$ cat src/core_defs.svh
`ifndef CORE_DEFS_SVH
`define CORE_DEFS_SVH

// Register bus geometry
`define AXIL_AW 8
`define RESP_OKAY 2'h0
`define RESP_SLVERR 2'h2

// Register byte offsets
`define REG_ACC 8'h00
`define REG_PTR0 8'h04
`define REG_PTR1 8'h08
`define REG_OPTION 8'h0c
`define REG_IRQCTL 8'h10
`define REG_PWRCTL 8'h14
`define REG_PC 8'h18
`define REG_INSTR 8'h1c
`define REG_PUSH 8'h20
`define REG_FLAGS 8'h24
`define REG_STATUS 8'h28

// Operation codes in the instruction register
`define OP_IDLE 3'h0
`define OP_STORE 3'h1
`define OP_OPTION 3'h2
`define OP_SWRESET 3'h3
`define OP_RETIRQ 3'h4

// Pointer mode field encodings
`define MODE_PREINC 2'h0
`define MODE_PREDEC 2'h1
`define MODE_POSTINC 2'h2
`define MODE_POSTDEC 2'h3

// Field positions
`define IRQ_ENABLE_BIT 7
`define SWRST_IND_BIT 2
`define STAT_SP_LSB 16
`define STAT_BUSY_BIT 20

// Indirect window addresses, one per file pointer
`define IND0_ADDR 16'h0000
`define IND1_ADDR 16'h0001

// Reset values
`define ACC_RESET 8'h00
`define PTR_RESET 16'h0000
`define OPTION_RESET 8'hff
`define IRQCTL_RESET 8'h00
`define PWRCTL_RESET 8'h04
`define FLAGS_RESET 3'h0
`define PC_RESET 15'h0000

// Sizes
`define STACK_DEPTH 16
`define SP_W 4
`define PC_W 15

`endif

$ cat src/core_pkg.sv
`include "core_defs.svh"

package core_pkg;

    typedef enum logic {PH_READY, PH_RET2} phase_type;

    typedef struct packed {
        logic [2:0] op;
        logic ptr_idx;
        logic rel;
        logic [1:0] pointer_mode_field;
        logic [5:0] offset;
    } instr_type;

    typedef struct packed {
        logic awvalid;
        logic [`AXIL_AW-1:0] awaddr;
        logic wvalid;
        logic [31:0] wdata;
        logic [3:0] wstrb;
        logic bready;
        logic arvalid;
        logic [`AXIL_AW-1:0] araddr;
        logic rready;
    } axil_req_type;

    typedef struct packed {
        logic awready;
        logic wready;
        logic bvalid;
        logic [1:0] bresp;
        logic arready;
        logic rvalid;
        logic [31:0] rdata;
        logic [1:0] rresp;
    } axil_rsp_type;

    typedef struct packed {
        logic aw_got;
        logic w_got;
        logic [`AXIL_AW-1:0] awaddr;
        logic [31:0] wdata;
        logic [3:0] wstrb;
        logic wr_en;
        logic rd_pend;
        logic [`AXIL_AW-1:0] araddr;
        axil_rsp_type rsp;
    } slave_state_type;

    typedef struct packed {
        phase_type phase;
        logic [7:0] acc;
        logic [1:0][15:0] file_pointer;
        logic [7:0] option;
        logic [7:0] irq_control_reg;
        logic [7:0] power_control_reg;
        logic [2:0] flags;
        logic [`PC_W-1:0] pc;
        logic [`STACK_DEPTH-1:0][`PC_W-1:0] stack;
        logic [`SP_W-1:0] sp;
        logic [12:0] last_instr;
        logic [15:0] retired;
        logic mem_we;
        logic [15:0] mem_addr;
        logic [7:0] mem_wdata;
        logic dev_reset;
    } core_state_type;

    // Offsets that answer OKAY; all others answer SLVERR
    function automatic logic addr_mapped(input logic [`AXIL_AW-1:0] a);
        unique case (a)
            `REG_ACC, `REG_PTR0, `REG_PTR1, `REG_OPTION, `REG_IRQCTL, `REG_PWRCTL,
            `REG_PC, `REG_INSTR, `REG_PUSH, `REG_FLAGS, `REG_STATUS: return 1'b1;
            default: return 1'b0;
        endcase
    endfunction : addr_mapped

endpackage : core_pkg

$ cat src/pointer_step.sv
`timescale 1ns/10ps
`include "core_defs.svh"

// Effective address and next pointer value for the indirect store
module pointer_step (
    input wire logic [15:0] ptr, // Current file pointer
    input wire logic [1:0] pointer_mode_field, // Pre/post inc/dec select
    input wire logic rel, // Relative-offset form
    input wire logic [5:0] offset, // Signed offset, -32..31
    output logic [15:0] eff_addr, // Target address
    output logic [15:0] ptr_nxt // Pointer after the store
);
    logic [15:0] inc;
    logic [15:0] dec;
    logic [15:0] sext;

    // Sixteen-bit arithmetic wraps by itself at both ends
    always_comb begin
        inc = ptr + 16'h0001;
        dec = ptr - 16'h0001;
        sext = {{10{offset[5]}}, offset};
        eff_addr = ptr;
        ptr_nxt = ptr;
        if (rel) begin
            eff_addr = ptr + sext;
        end else begin
            unique case (pointer_mode_field)
                `MODE_PREINC: begin
                    eff_addr = inc;
                    ptr_nxt = inc;
                end
                `MODE_PREDEC: begin
                    eff_addr = dec;
                    ptr_nxt = dec;
                end
                `MODE_POSTINC: ptr_nxt = inc;
                `MODE_POSTDEC: ptr_nxt = dec;
            endcase
        end
    end

endmodule : pointer_step

$ cat src/axil_slave.sv
`timescale 1ns/10ps
`include "core_defs.svh"

// AXI4-Lite slave front end; one write and one read in flight at most
module axil_slave (
    input wire logic clk_sys, // System clock
    input wire logic rst, // Synchronous reset
    input wire core_pkg::axil_req_type req, // Master to slave channels
    output core_pkg::axil_rsp_type rsp, // Slave to master channels
    output logic wr_en, // One-cycle write strobe
    output logic [`AXIL_AW-1:0] wr_addr, // Write offset
    output logic [31:0] wr_data, // Write data
    output logic [3:0] wr_strb, // Byte enables
    output logic [`AXIL_AW-1:0] rd_addr, // Read offset
    input wire logic [31:0] rd_data // Read data for rd_addr
);
    core_pkg::slave_state_type s_r;
    core_pkg::slave_state_type s_nxt;

    // Address and data taken in either order, response after both
    always_comb begin
        s_nxt = s_r;
        s_nxt.wr_en = 1'b0;
        if (req.awvalid && s_r.rsp.awready) begin
            s_nxt.aw_got = 1'b1;
            s_nxt.awaddr = req.awaddr;
        end
        if (req.wvalid && s_r.rsp.wready) begin
            s_nxt.w_got = 1'b1;
            s_nxt.wdata = req.wdata;
            s_nxt.wstrb = req.wstrb;
        end
        if (s_r.rsp.bvalid && req.bready) begin
            s_nxt.rsp.bvalid = 1'b0;
        end
        if (s_r.aw_got && s_r.w_got) begin
            s_nxt.wr_en = 1'b1;
            s_nxt.aw_got = 1'b0;
            s_nxt.w_got = 1'b0;
            s_nxt.rsp.bvalid = 1'b1;
            s_nxt.rsp.bresp = core_pkg::addr_mapped(s_r.awaddr) ? `RESP_OKAY : `RESP_SLVERR;
        end
        if (req.arvalid && s_r.rsp.arready) begin
            s_nxt.rd_pend = 1'b1;
            s_nxt.araddr = req.araddr;
        end
        if (s_r.rsp.rvalid && req.rready) begin
            s_nxt.rsp.rvalid = 1'b0;
        end
        if (s_r.rd_pend) begin
            s_nxt.rd_pend = 1'b0;
            s_nxt.rsp.rvalid = 1'b1;
            s_nxt.rsp.rdata = rd_data;
            s_nxt.rsp.rresp = core_pkg::addr_mapped(s_r.araddr) ? `RESP_OKAY : `RESP_SLVERR;
        end
        // Readies registered so they come from flops; they close while a transfer is open
        s_nxt.rsp.awready = !s_nxt.aw_got && !s_nxt.rsp.bvalid && !s_nxt.wr_en;
        s_nxt.rsp.wready = !s_nxt.w_got && !s_nxt.rsp.bvalid && !s_nxt.wr_en;
        s_nxt.rsp.arready = !s_nxt.rd_pend && !s_nxt.rsp.rvalid;
    end

    // State register
    always_ff @(posedge clk_sys) begin
        if (rst) begin
            s_r <= '0;
        end else begin
            s_r <= s_nxt;
        end
    end

    assign rsp = s_r.rsp;
    assign wr_en = s_r.wr_en;
    assign wr_addr = s_r.awaddr;
    assign wr_data = s_r.wdata;
    assign wr_strb = s_r.wstrb;
    assign rd_addr = s_r.araddr;

endmodule : axil_slave

$ cat src/store_return_core.sv
// Functional notes
// - Indirect store writes accumulator via pointer; mode 00/01/10/11 pre-inc/pre-dec/post-inc/post-dec.
// - Relative form targets pointer plus signed offset -32..31; pointer stays unchanged.
// - A one-bit index picks file pointer 0 or 1.
// - Indirect window has no storage; access goes to address the pointer holds.
// - File pointers are 16 bits and wrap at both ends.
// - Pointer step and indirect store leave zero, carry and digit carry alone.
// - Load-option copies accumulator to option register, flags unchanged.
// - Software reset acts as full hardware reset and clears the reset indicator.
// - Return-from-irq pops stack into PC, sets enable bit 7, takes two cycles.
//
// Our own choices: the register offsets and the AXI4-Lite slave port.
`timescale 1ns/10ps
`include "core_defs.svh"

module store_return_core (
    input wire logic clk_sys, // System clock, 100 MHz
    input wire logic rst, // Synchronous reset, active high
    input wire core_pkg::axil_req_type axil_req, // AXI4-Lite master channels
    output core_pkg::axil_rsp_type axil_rsp, // AXI4-Lite slave channels
    output logic mem_we, // One-cycle data memory write
    output logic [15:0] mem_addr, // Data memory address
    output logic [7:0] mem_wdata, // Data memory write data
    output logic [7:0] option_out, // Option configuration register
    output logic global_irq_enable, // Global interrupt enable
    output logic dev_reset // One-cycle device reset request
);
    core_pkg::core_state_type s_r;
    core_pkg::core_state_type s_nxt;
    core_pkg::instr_type instr;
    logic wr_en;
    logic [`AXIL_AW-1:0] wr_addr;
    logic [31:0] wr_data;
    logic [3:0] wr_strb;
    logic [`AXIL_AW-1:0] rd_addr;
    logic [31:0] rd_data;
    logic [15:0] eff_addr;
    logic [15:0] ptr_nxt;
    logic [15:0] sel_ptr;
    logic busy;
    logic launch;
    logic [31:0] merged;

    // Value of every register after hardware reset; software reset loads the same but clears the indicator
    function automatic core_pkg::core_state_type reset_state();
        core_pkg::core_state_type r;
        r = '0;
        r.phase = core_pkg::PH_READY;
        r.acc = `ACC_RESET;
        r.file_pointer = {`PTR_RESET, `PTR_RESET};
        r.option = `OPTION_RESET;
        r.irq_control_reg = `IRQCTL_RESET;
        r.power_control_reg = `PWRCTL_RESET;
        r.flags = `FLAGS_RESET;
        r.pc = `PC_RESET;
        return r;
    endfunction : reset_state

    // Byte-lane merge of a write into an old register value
    function automatic logic [31:0] lane_merge(input logic [31:0] old, input logic [31:0] nw, input logic [3:0] strb);
        logic [31:0] r;
        r = old;
        for (int i = 0; i < 4; i++) begin
            if (strb[i]) begin
                r[i*8 +: 8] = nw[i*8 +: 8];
            end
        end
        return r;
    endfunction : lane_merge

    // Window addresses stand for the register the matching pointer names
    function automatic logic [15:0] redirect(input logic [15:0] a, input logic [1:0][15:0] fp);
        if (a == `IND0_ADDR) begin
            return fp[0];
        end else if (a == `IND1_ADDR) begin
            return fp[1];
        end
        return a;
    endfunction : redirect

    axil_slave u_slave (
        .clk_sys(clk_sys),
        .rst(rst),
        .req(axil_req),
        .rsp(axil_rsp),
        .wr_en(wr_en),
        .wr_addr(wr_addr),
        .wr_data(wr_data),
        .wr_strb(wr_strb),
        .rd_addr(rd_addr),
        .rd_data(rd_data)
    );

    // Decode of the instruction being written
    assign instr = core_pkg::instr_type'(wr_data[12:0]);
    assign busy = (s_r.phase != core_pkg::PH_READY);
    assign launch = wr_en && (wr_addr == `REG_INSTR) && !busy;
    assign sel_ptr = s_r.file_pointer[instr.ptr_idx];

    pointer_step u_step (
        .ptr(sel_ptr),
        .pointer_mode_field(instr.pointer_mode_field),
        .rel(instr.rel),
        .offset(instr.offset),
        .eff_addr(eff_addr),
        .ptr_nxt(ptr_nxt)
    );

    // Register read mux; unmapped offsets read zero
    always_comb begin
        rd_data = 32'h0000_0000;
        unique case (rd_addr)
            `REG_ACC: rd_data[7:0] = s_r.acc;
            `REG_PTR0: rd_data[15:0] = s_r.file_pointer[0];
            `REG_PTR1: rd_data[15:0] = s_r.file_pointer[1];
            `REG_OPTION: rd_data[7:0] = s_r.option;
            `REG_IRQCTL: rd_data[7:0] = s_r.irq_control_reg;
            `REG_PWRCTL: rd_data[7:0] = s_r.power_control_reg;
            `REG_PC: rd_data[`PC_W-1:0] = s_r.pc;
            `REG_INSTR: rd_data[12:0] = s_r.last_instr;
            `REG_FLAGS: rd_data[2:0] = s_r.flags;
            `REG_STATUS: begin
                rd_data[15:0] = s_r.retired;
                rd_data[`STAT_SP_LSB +: `SP_W] = s_r.sp;
                rd_data[`STAT_BUSY_BIT] = busy;
            end
            default: rd_data = 32'h0000_0000;
        endcase
    end

    // Next state: register writes, then instruction execution
    always_comb begin
        s_nxt = s_r;
        s_nxt.mem_we = 1'b0;
        s_nxt.dev_reset = 1'b0;
        merged = 32'h0000_0000;
        // Second cycle of the return only retires it
        if (s_r.phase == core_pkg::PH_RET2) begin
            s_nxt.phase = core_pkg::PH_READY;
            s_nxt.retired = s_r.retired + 16'h0001;
        end
        if (wr_en) begin
            merged = lane_merge(rd_data_of(wr_addr), wr_data, wr_strb);
            unique case (wr_addr)
                `REG_ACC: s_nxt.acc = merged[7:0];
                `REG_PTR0: s_nxt.file_pointer[0] = merged[15:0];
                `REG_PTR1: s_nxt.file_pointer[1] = merged[15:0];
                `REG_OPTION: s_nxt.option = merged[7:0];
                `REG_IRQCTL: s_nxt.irq_control_reg = merged[7:0];
                `REG_PWRCTL: s_nxt.power_control_reg = merged[7:0];
                `REG_PC: s_nxt.pc = merged[`PC_W-1:0];
                `REG_FLAGS: s_nxt.flags = merged[2:0];
                `REG_PUSH: begin
                    // Fills the stack so a return has something to pop; overflow wraps
                    s_nxt.stack[s_r.sp] = merged[`PC_W-1:0];
                    s_nxt.sp = s_r.sp + `SP_W'(1);
                end
                default: ;
            endcase
        end
        // A new instruction is refused while a return is still running
        if (launch) begin
            s_nxt.last_instr = wr_data[12:0];
            s_nxt.retired = s_r.retired + 16'h0001;
            unique case (instr.op)
                `OP_STORE: begin
                    s_nxt.mem_we = 1'b1;
                    s_nxt.mem_wdata = s_r.acc;
                    s_nxt.mem_addr = redirect(eff_addr, s_r.file_pointer);
                    // Flags are not touched on this path
                    s_nxt.file_pointer[instr.ptr_idx] = ptr_nxt;
                end
                `OP_OPTION: s_nxt.option = s_r.acc;
                `OP_SWRESET: begin
                    // Same state as hardware reset, except the indicator now reads zero
                    s_nxt = reset_state();
                    s_nxt.power_control_reg[`SWRST_IND_BIT] = 1'b0;
                    s_nxt.dev_reset = 1'b1;
                end
                `OP_RETIRQ: begin
                    s_nxt.sp = s_r.sp - `SP_W'(1);
                    s_nxt.pc = s_r.stack[s_r.sp - `SP_W'(1)];
                    s_nxt.irq_control_reg[`IRQ_ENABLE_BIT] = 1'b1;
                    s_nxt.phase = core_pkg::PH_RET2;
                    s_nxt.retired = s_r.retired;
                end
                default: ; // Idle op and unused codes: only last_instr and retired move
            endcase
        end
    end

    // Current register contents by offset, for byte-lane merging
    function automatic logic [31:0] rd_data_of(input logic [`AXIL_AW-1:0] a);
        logic [31:0] r;
        r = 32'h0000_0000;
        unique case (a)
            `REG_ACC: r[7:0] = s_r.acc;
            `REG_PTR0: r[15:0] = s_r.file_pointer[0];
            `REG_PTR1: r[15:0] = s_r.file_pointer[1];
            `REG_OPTION: r[7:0] = s_r.option;
            `REG_IRQCTL: r[7:0] = s_r.irq_control_reg;
            `REG_PWRCTL: r[7:0] = s_r.power_control_reg;
            `REG_PC: r[`PC_W-1:0] = s_r.pc;
            `REG_FLAGS: r[2:0] = s_r.flags;
            default: r = 32'h0000_0000;
        endcase
        return r;
    endfunction : rd_data_of

    // State register
    always_ff @(posedge clk_sys) begin
        if (rst) begin
            s_r <= reset_state();
        end else begin
            s_r <= s_nxt;
        end
    end

    assign mem_we = s_r.mem_we;
    assign mem_addr = s_r.mem_addr;
    assign mem_wdata = s_r.mem_wdata;
    assign option_out = s_r.option;
    assign global_irq_enable = s_r.irq_control_reg[`IRQ_ENABLE_BIT];
    assign dev_reset = s_r.dev_reset;
endmodule : store_return_core

$ cat config.mk
export PLATFORM = sky130hd
export DESIGN_NAME = store_return_core
export DESIGN_NICKNAME = d
export VERILOG_FILES = /design/src/core_pkg.sv /design/src/pointer_step.sv /design/src/axil_slave.sv /design/src/store_return_core.sv
export VERILOG_INCLUDE_DIRS = /design/src
export SDC_FILE = /design/constraint.sdc
export NUM_CORES = 1
export LEC_CHECK = 0
export BUFFER_PORTS_ARGS = -buffer_cell sky130_fd_sc_hd__buf_2
export CAP_MARGIN = 0
export CORE_MARGIN = 4
export CORE_UTILIZATION = 35
export DETAILED_ROUTE_END_ITERATION = 8
export GPL_TIMING_DRIVEN = 0
export PLACE_DENSITY = 0.48
export SKIP_LAST_GASP = 1
export SYNTH_ARGS = -nofsm -noshare
export SYNTH_HDL_FRONTEND = slang
export SYNTH_SLANG_ARGS = --single-unit
$ cat constraint.sdc
create_clock -name clk_sys -period 9.5 [get_ports clk_sys]
set_input_delay 1.9 -clock clk_sys [delete_from_list [all_inputs] [get_ports clk_sys]]
set_output_delay 1.9 -clock clk_sys [all_outputs]
set_load 0.01 [all_outputs]
==> metrics list <==
* Result of the run: finished clean
- STA puts the critical path data arrival time at around 7.0 ns.
- Antenna diode count: 0
- Pre-antenna DRT Iters: 6
- After routing the design area is 26100 µm².
- For the final routed database, the setup TNS stands at 0 ns.
- CTS Root Cell: sky130_fd_sc_hd__clkbuf_16
- Global-route wire length before repair: 137000 µm
* Cell count of the worst reg-to-reg path: 13
* Sequential share of the synthesized area: around two fifths
- Of all flip-flops after synthesis, the portion carrying an async set or reset was 0%.
- Area share of the largest cell type after synthesis: between 30% and 40%
- Post-CTS Resized: 0
* Highest fanout seen on the critical path: 10
* Part of the power in the clock network: between 40% and 50%
* Hold path start: s_r[261]$_SDFF_PP0_
- Critical path class: reg2reg
- In this run, the number of DRC markers left after iteration 0 of detailed routing was approximately 2000.
- In this run the core area contains just over 90 standard-cell rows.
* Clock sink count: 448
- Vias in the first global route: 20900
- Clock transition at the registers of the reported paths: roughly 0.060 ns
- Slowest Stage Delay on Critical Path: around 0.86 ns
- The worst path meets setup with between 3 and 4 ns of slack.
- Overall routed net length: just over 90000 µm
- No sink is reached through more buffers than the 3 on the longest clock path.
- Top cells by area, synth: sky130_fd_sc_hd__dfxtp_1 (39%), sky130_fd_sc_hd__nor2_1 (7.2%), sky130_fd_sc_hd__a21oi_1 (6.8%)
- Worst hold path cell count: 2
- Input and output buffers added on the ports amount to 103.
* Sequential share of power: 45.7%
- Internal: 3130 µW
- The die covers 69000 µm².
- In this run the vertical extent of the chip is ~260 µm.
- Number of I/O pins: roughly 140
* Total clock buffers created by CTS: 50
- Detailed placement ended at an HPWL of 71200 µm.
* Unique cell type count in the Yosys netlist: a little over 80
* Number of hold violations in the final report: 0
- Smallest hold slack: approximately 0.45 ns
* WL per Instance: roughly 24 µm
* Total power per unit cell area: 160 nW/µm²
* Final routed DRC violation total: 0
* Share of the clock period used by the worst path after layout: between 60% and 70%
- Timing analysis after detailed placement gives a worst setup slack of 2.96 ns.
- STA classifies the critical path startpoint as a flop.
- Worst-Margin Slew: 1.31 ns
* Leakage power summed over all cells: approximately 0.0091 µW
* Max-capacitance violation count: 0
* Area Growth Syn to Fin: 14.7%
- Cell type with the largest total area after synthesis: sky130_fd_sc_hd__dfxtp_1
* Leftover overflow at the end of global routing: 0
- For flop-to-flop paths, the worst setup slack is between 3 and 4 ns.
- Source-to-sink clock delay at the later pin of the worst-skew pair: around 0.62 ns
* Reg2reg start: s_r[55]$_SDFF_PP0_
- The congestion estimate from routability-driven global placement came to about 0.97.
* Slowest library cell on the worst path: sky130_fd_sc_hd__clkbuf_1
* Number of slew-limit violations in the final report: 0
- Ratio of cells with drive above 1 in the final layout: a little over an eighth
- Worst min path class: reg2reg
* Most common flop cell mapped by yosys: sky130_fd_sc_hd__dfxtp_1
- Post-synthesis average cell area: 8.29 µm²
* DR vias/cell: 5.64
* Total of warnings raised by yosys: 0
- Clock tree from TritonCTS: done
- Cell breakdown of the critical path: clkbuf_1 -> buf_1 -> clkbuf_1 -> inv_1 -> ha_1 -> clkbuf_1 -> clkbuf_1 -> clkbuf_1 -> mux4_2 -> mux2i_1 -> nand2_1 -> o21ai_0 -> o22ai_1
- Total cell area at the placement stage: 24400 µm²
* Comb pwr share: roughly 6.5%
- Number of standard cells after synthesis: between 2000 and 3000
- Setup crit end kind: flop
- Core Region: 64300 µm²
- Broken down by cell family, the worst path's largest delay share belongs to buffers and inverters.
- The worst register-to-register path ends at s_r[306]$_SDFF_PP0_.
- The routed layout has 21400 vias.
* Post-layout net count: approximately 3000
- Entering global routing, the biggest net connects 18 pins.
- IR analysis of the VDD net gives a maximum drop of between 0.0001 and 0.00015 V.
- For this configuration, the core starts out at a cell density of around a third.
- The worst hold path terminates at s_r[261]$_SDFF_PP0_.
- Setup repair after global routing left no endpoint under its margin.
- Final worst path period need: 6.50 ns
* Sw power: 1050 µW
- CTS H-Tree Depth: 2
* Timing-limited maximum frequency: 154 MHz
* Count of flip-flops with a built-in enable after synthesis: 0
* Hold Buf Count CTS: 0
- Post-synth design cell area: about 23000 µm²
* Detail Route Antenna Nets: 0
- Global routing used around a quarter of the available tracks across all layers.
* Width of the chip: 263 µm
- On the final layout, the worst clock skew is between 0.03 and 0.04 ns.
- Worst-case headroom to the max-slew limit: a little over a tenth
* Count of final setup violators: 0
- CP Buf/Inv Count: 7
- Worst path most repeated cell: sky130_fd_sc_hd__clkbuf_1
- Sw frac: around 25%
- Seq cells post-synth: 448
- Initial antenna violation count: 0
- Req. time, crit path: between 9 and 10 ns
* Number of setup buffers added after CTS: 0
kinds of logic (layout without fill, tap and decap cells):
logic type	Yosys count	in the layout	share of synthesized area, %
AND/OR/NAND/NOR	1032	1032	19.7
flip-flops	448	448	39.5
buffers and inverters	319	515	6.63
XOR/XNOR	44	44	1.70
other	1	13	0.0165
multiplexers	163	163	11.1
adder cells (fa/ha/maj)	24	24	1.36
AO/OA/AOI/OAI	708	708	20.0
per-stage QoR:
| stage | util, % | instances | power (µW) |
|---|---|---|---|
| after floorplan | - | 2751 | 2100 |
| after global placement | 37.8 | 3709 | 2210 |
| after detailed placement | 37.9 | 3711 | 2220 |
| after CTS | 40.5 | 3802 | 4210 |
| after global routing | 40.5 | 3802 | 4290 |
| final | 40.5 | 3802 | 4170 |
cells in the mapped netlist (12+ instances only):
master and number:
sky130_fd_sc_hd__o21ai_0 73, sky130_fd_sc_hd__a31oi_1 22, sky130_fd_sc_hd__ha_1 23, sky130_fd_sc_hd__inv_1 27, sky130_fd_sc_hd__buf_4 74, sky130_fd_sc_hd__xnor2_1 26
sky130_fd_sc_hd__clkbuf_1 188, sky130_fd_sc_hd__or2_2 12, sky130_fd_sc_hd__dfxtp_1 448, sky130_fd_sc_hd__mux4_2 68, sky130_fd_sc_hd__mux2i_1 69, sky130_fd_sc_hd__nand4_1 21
sky130_fd_sc_hd__nor4_1 15, sky130_fd_sc_hd__mux2_2 26, sky130_fd_sc_hd__a211oi_1 65, sky130_fd_sc_hd__nor2_1 438, sky130_fd_sc_hd__xor2_1 18, sky130_fd_sc_hd__a222oi_1 14
sky130_fd_sc_hd__nand3_1 44, sky130_fd_sc_hd__nor3_1 29, sky130_fd_sc_hd__nand2_1 376, sky130_fd_sc_hd__a21oi_1 307, sky130_fd_sc_hd__a22o_1 36, sky130_fd_sc_hd__buf_1 20
sky130_fd_sc_hd__a22oi_1 80, sky130_fd_sc_hd__a221oi_1 12
final cells by class:
class                      count  area [µm²]
fill                        6601       38300
multi-input combinational   1984       12300
sequential                   448        8970
clock buffer                  71        1460
buffer                       292        1410
tap                          855        1070
timing repair buffer         105         531
clock inverter                20         230
inverter                      27         101
worst register-to-register path, delay by kind of cell, from the launching register on:
family / cells / cell delay [ns]
buf+inv: 7 / 4.59
mux: 2 / 0.68
fa+ha+maj: 1 / 0.38
flops: 1 / 0.36
compound gates: 2 / 0.27
simple gates: 1 / 0.08
how the worst max path moves through the flow:
stage	start	slack (ns)	cells past startpoint	to
floorplan	u_slave.wr_data[9]$_SDFFE_PP0P_	5.20	16	mem_addr[0]$_SDFFE_PP0P_
global placement	s_r[55]$_SDFF_PP0_	2.94	13	s_r[306]$_SDFF_PP0_
detailed placement	s_r[55]$_SDFF_PP0_	2.96	13	s_r[302]$_SDFF_PP0_
CTS	s_r[55]$_SDFF_PP0_	2.90	13	s_r[306]$_SDFF_PP0_
global route	s_r[55]$_SDFF_PP0_	2.66	13	s_r[302]$_SDFF_PP0_
finish	s_r[55]$_SDFF_PP0_	3.00	13	s_r[306]$_SDFF_PP0_
state kept, by name, summed over array words and instances, names as in the netlist:
signal	flops
s_r	346
mem_we	1
busy	1
u_slave.s_r	3
mem_wdata	8
u_slave.wr_data	16
mem_addr	16
option_out	8
u_slave.wr_strb	2
u_slave.wr_en	1
global_irq_enable	1
u_slave.rsp	28
u_slave.wr_addr	8
u_slave.rd_addr	8
dev_reset	1
placed cells by master, fill, tap and decap left out, types with 9 or more instances in the layout:
cell and n:
sky130_fd_sc_hd__clkinv_2 10, sky130_fd_sc_hd__nor4_1 13, sky130_fd_sc_hd__o21ai_0 73, sky130_fd_sc_hd__clkbuf_8 11, sky130_fd_sc_hd__mux4_2 68, sky130_fd_sc_hd__nand4_1 21
sky130_fd_sc_hd__or3_1 11, sky130_fd_sc_hd__ha_1 23, sky130_fd_sc_hd__buf_2 109, sky130_fd_sc_hd__a22o_1 36, sky130_fd_sc_hd__conb_1 13, sky130_fd_sc_hd__inv_1 27
sky130_fd_sc_hd__o22ai_1 11, sky130_fd_sc_hd__and2_1 11, sky130_fd_sc_hd__nor3_1 29, sky130_fd_sc_hd__nand3_1 44, sky130_fd_sc_hd__or2_2 12, sky130_fd_sc_hd__buf_1 20
sky130_fd_sc_hd__xor2_1 18, sky130_fd_sc_hd__o31ai_2 9, sky130_fd_sc_hd__nand2b_1 11, sky130_fd_sc_hd__a31oi_1 22, sky130_fd_sc_hd__a21oi_1 307, sky130_fd_sc_hd__nor2b_1 10
sky130_fd_sc_hd__a211oi_1 65, sky130_fd_sc_hd__mux2_2 26, sky130_fd_sc_hd__nand4b_1 9, sky130_fd_sc_hd__clkbuf_1 197, sky130_fd_sc_hd__clkbuf_16 51, sky130_fd_sc_hd__nor2_1 438
sky130_fd_sc_hd__mux2i_1 69, sky130_fd_sc_hd__o211ai_1 10, sky130_fd_sc_hd__buf_4 76, sky130_fd_sc_hd__a222oi_1 14, sky130_fd_sc_hd__xnor2_1 26, sky130_fd_sc_hd__a22oi_1 80
sky130_fd_sc_hd__a221oi_1 12, sky130_fd_sc_hd__nand2_1 376, sky130_fd_sc_hd__dfxtp_1 448
per-layer routing:
layer	share of wire [%]	GRT usage, %	up-vias	wire [µm]
met5	0	0	-	0
met2	48	44.8	764	44800
met3	5.2	2.77	192	4820
met4	5.2	11.9	0	4850
li1	-	-	10000	-
met1	41	32.0	10500	38100
power groups by stage:
| stage | Clock, µW | Sequential [µW] | Combinational (µW) |
|---|---|---|---|
| 6_report | 2000 | 1910 | 273 |
| 5_1_grt | 2100 | 1910 | 288 |
| 4_1_cts | 2030 | 1910 | 269 |
| 2_1_floorplan | 0 | 1940 | 166 |
| 3_3_place_gp | 0 | 1950 | 265 |
| 3_5_place_dp | 0 | 1950 | 269 |
(Power assumes the default switching activity.)
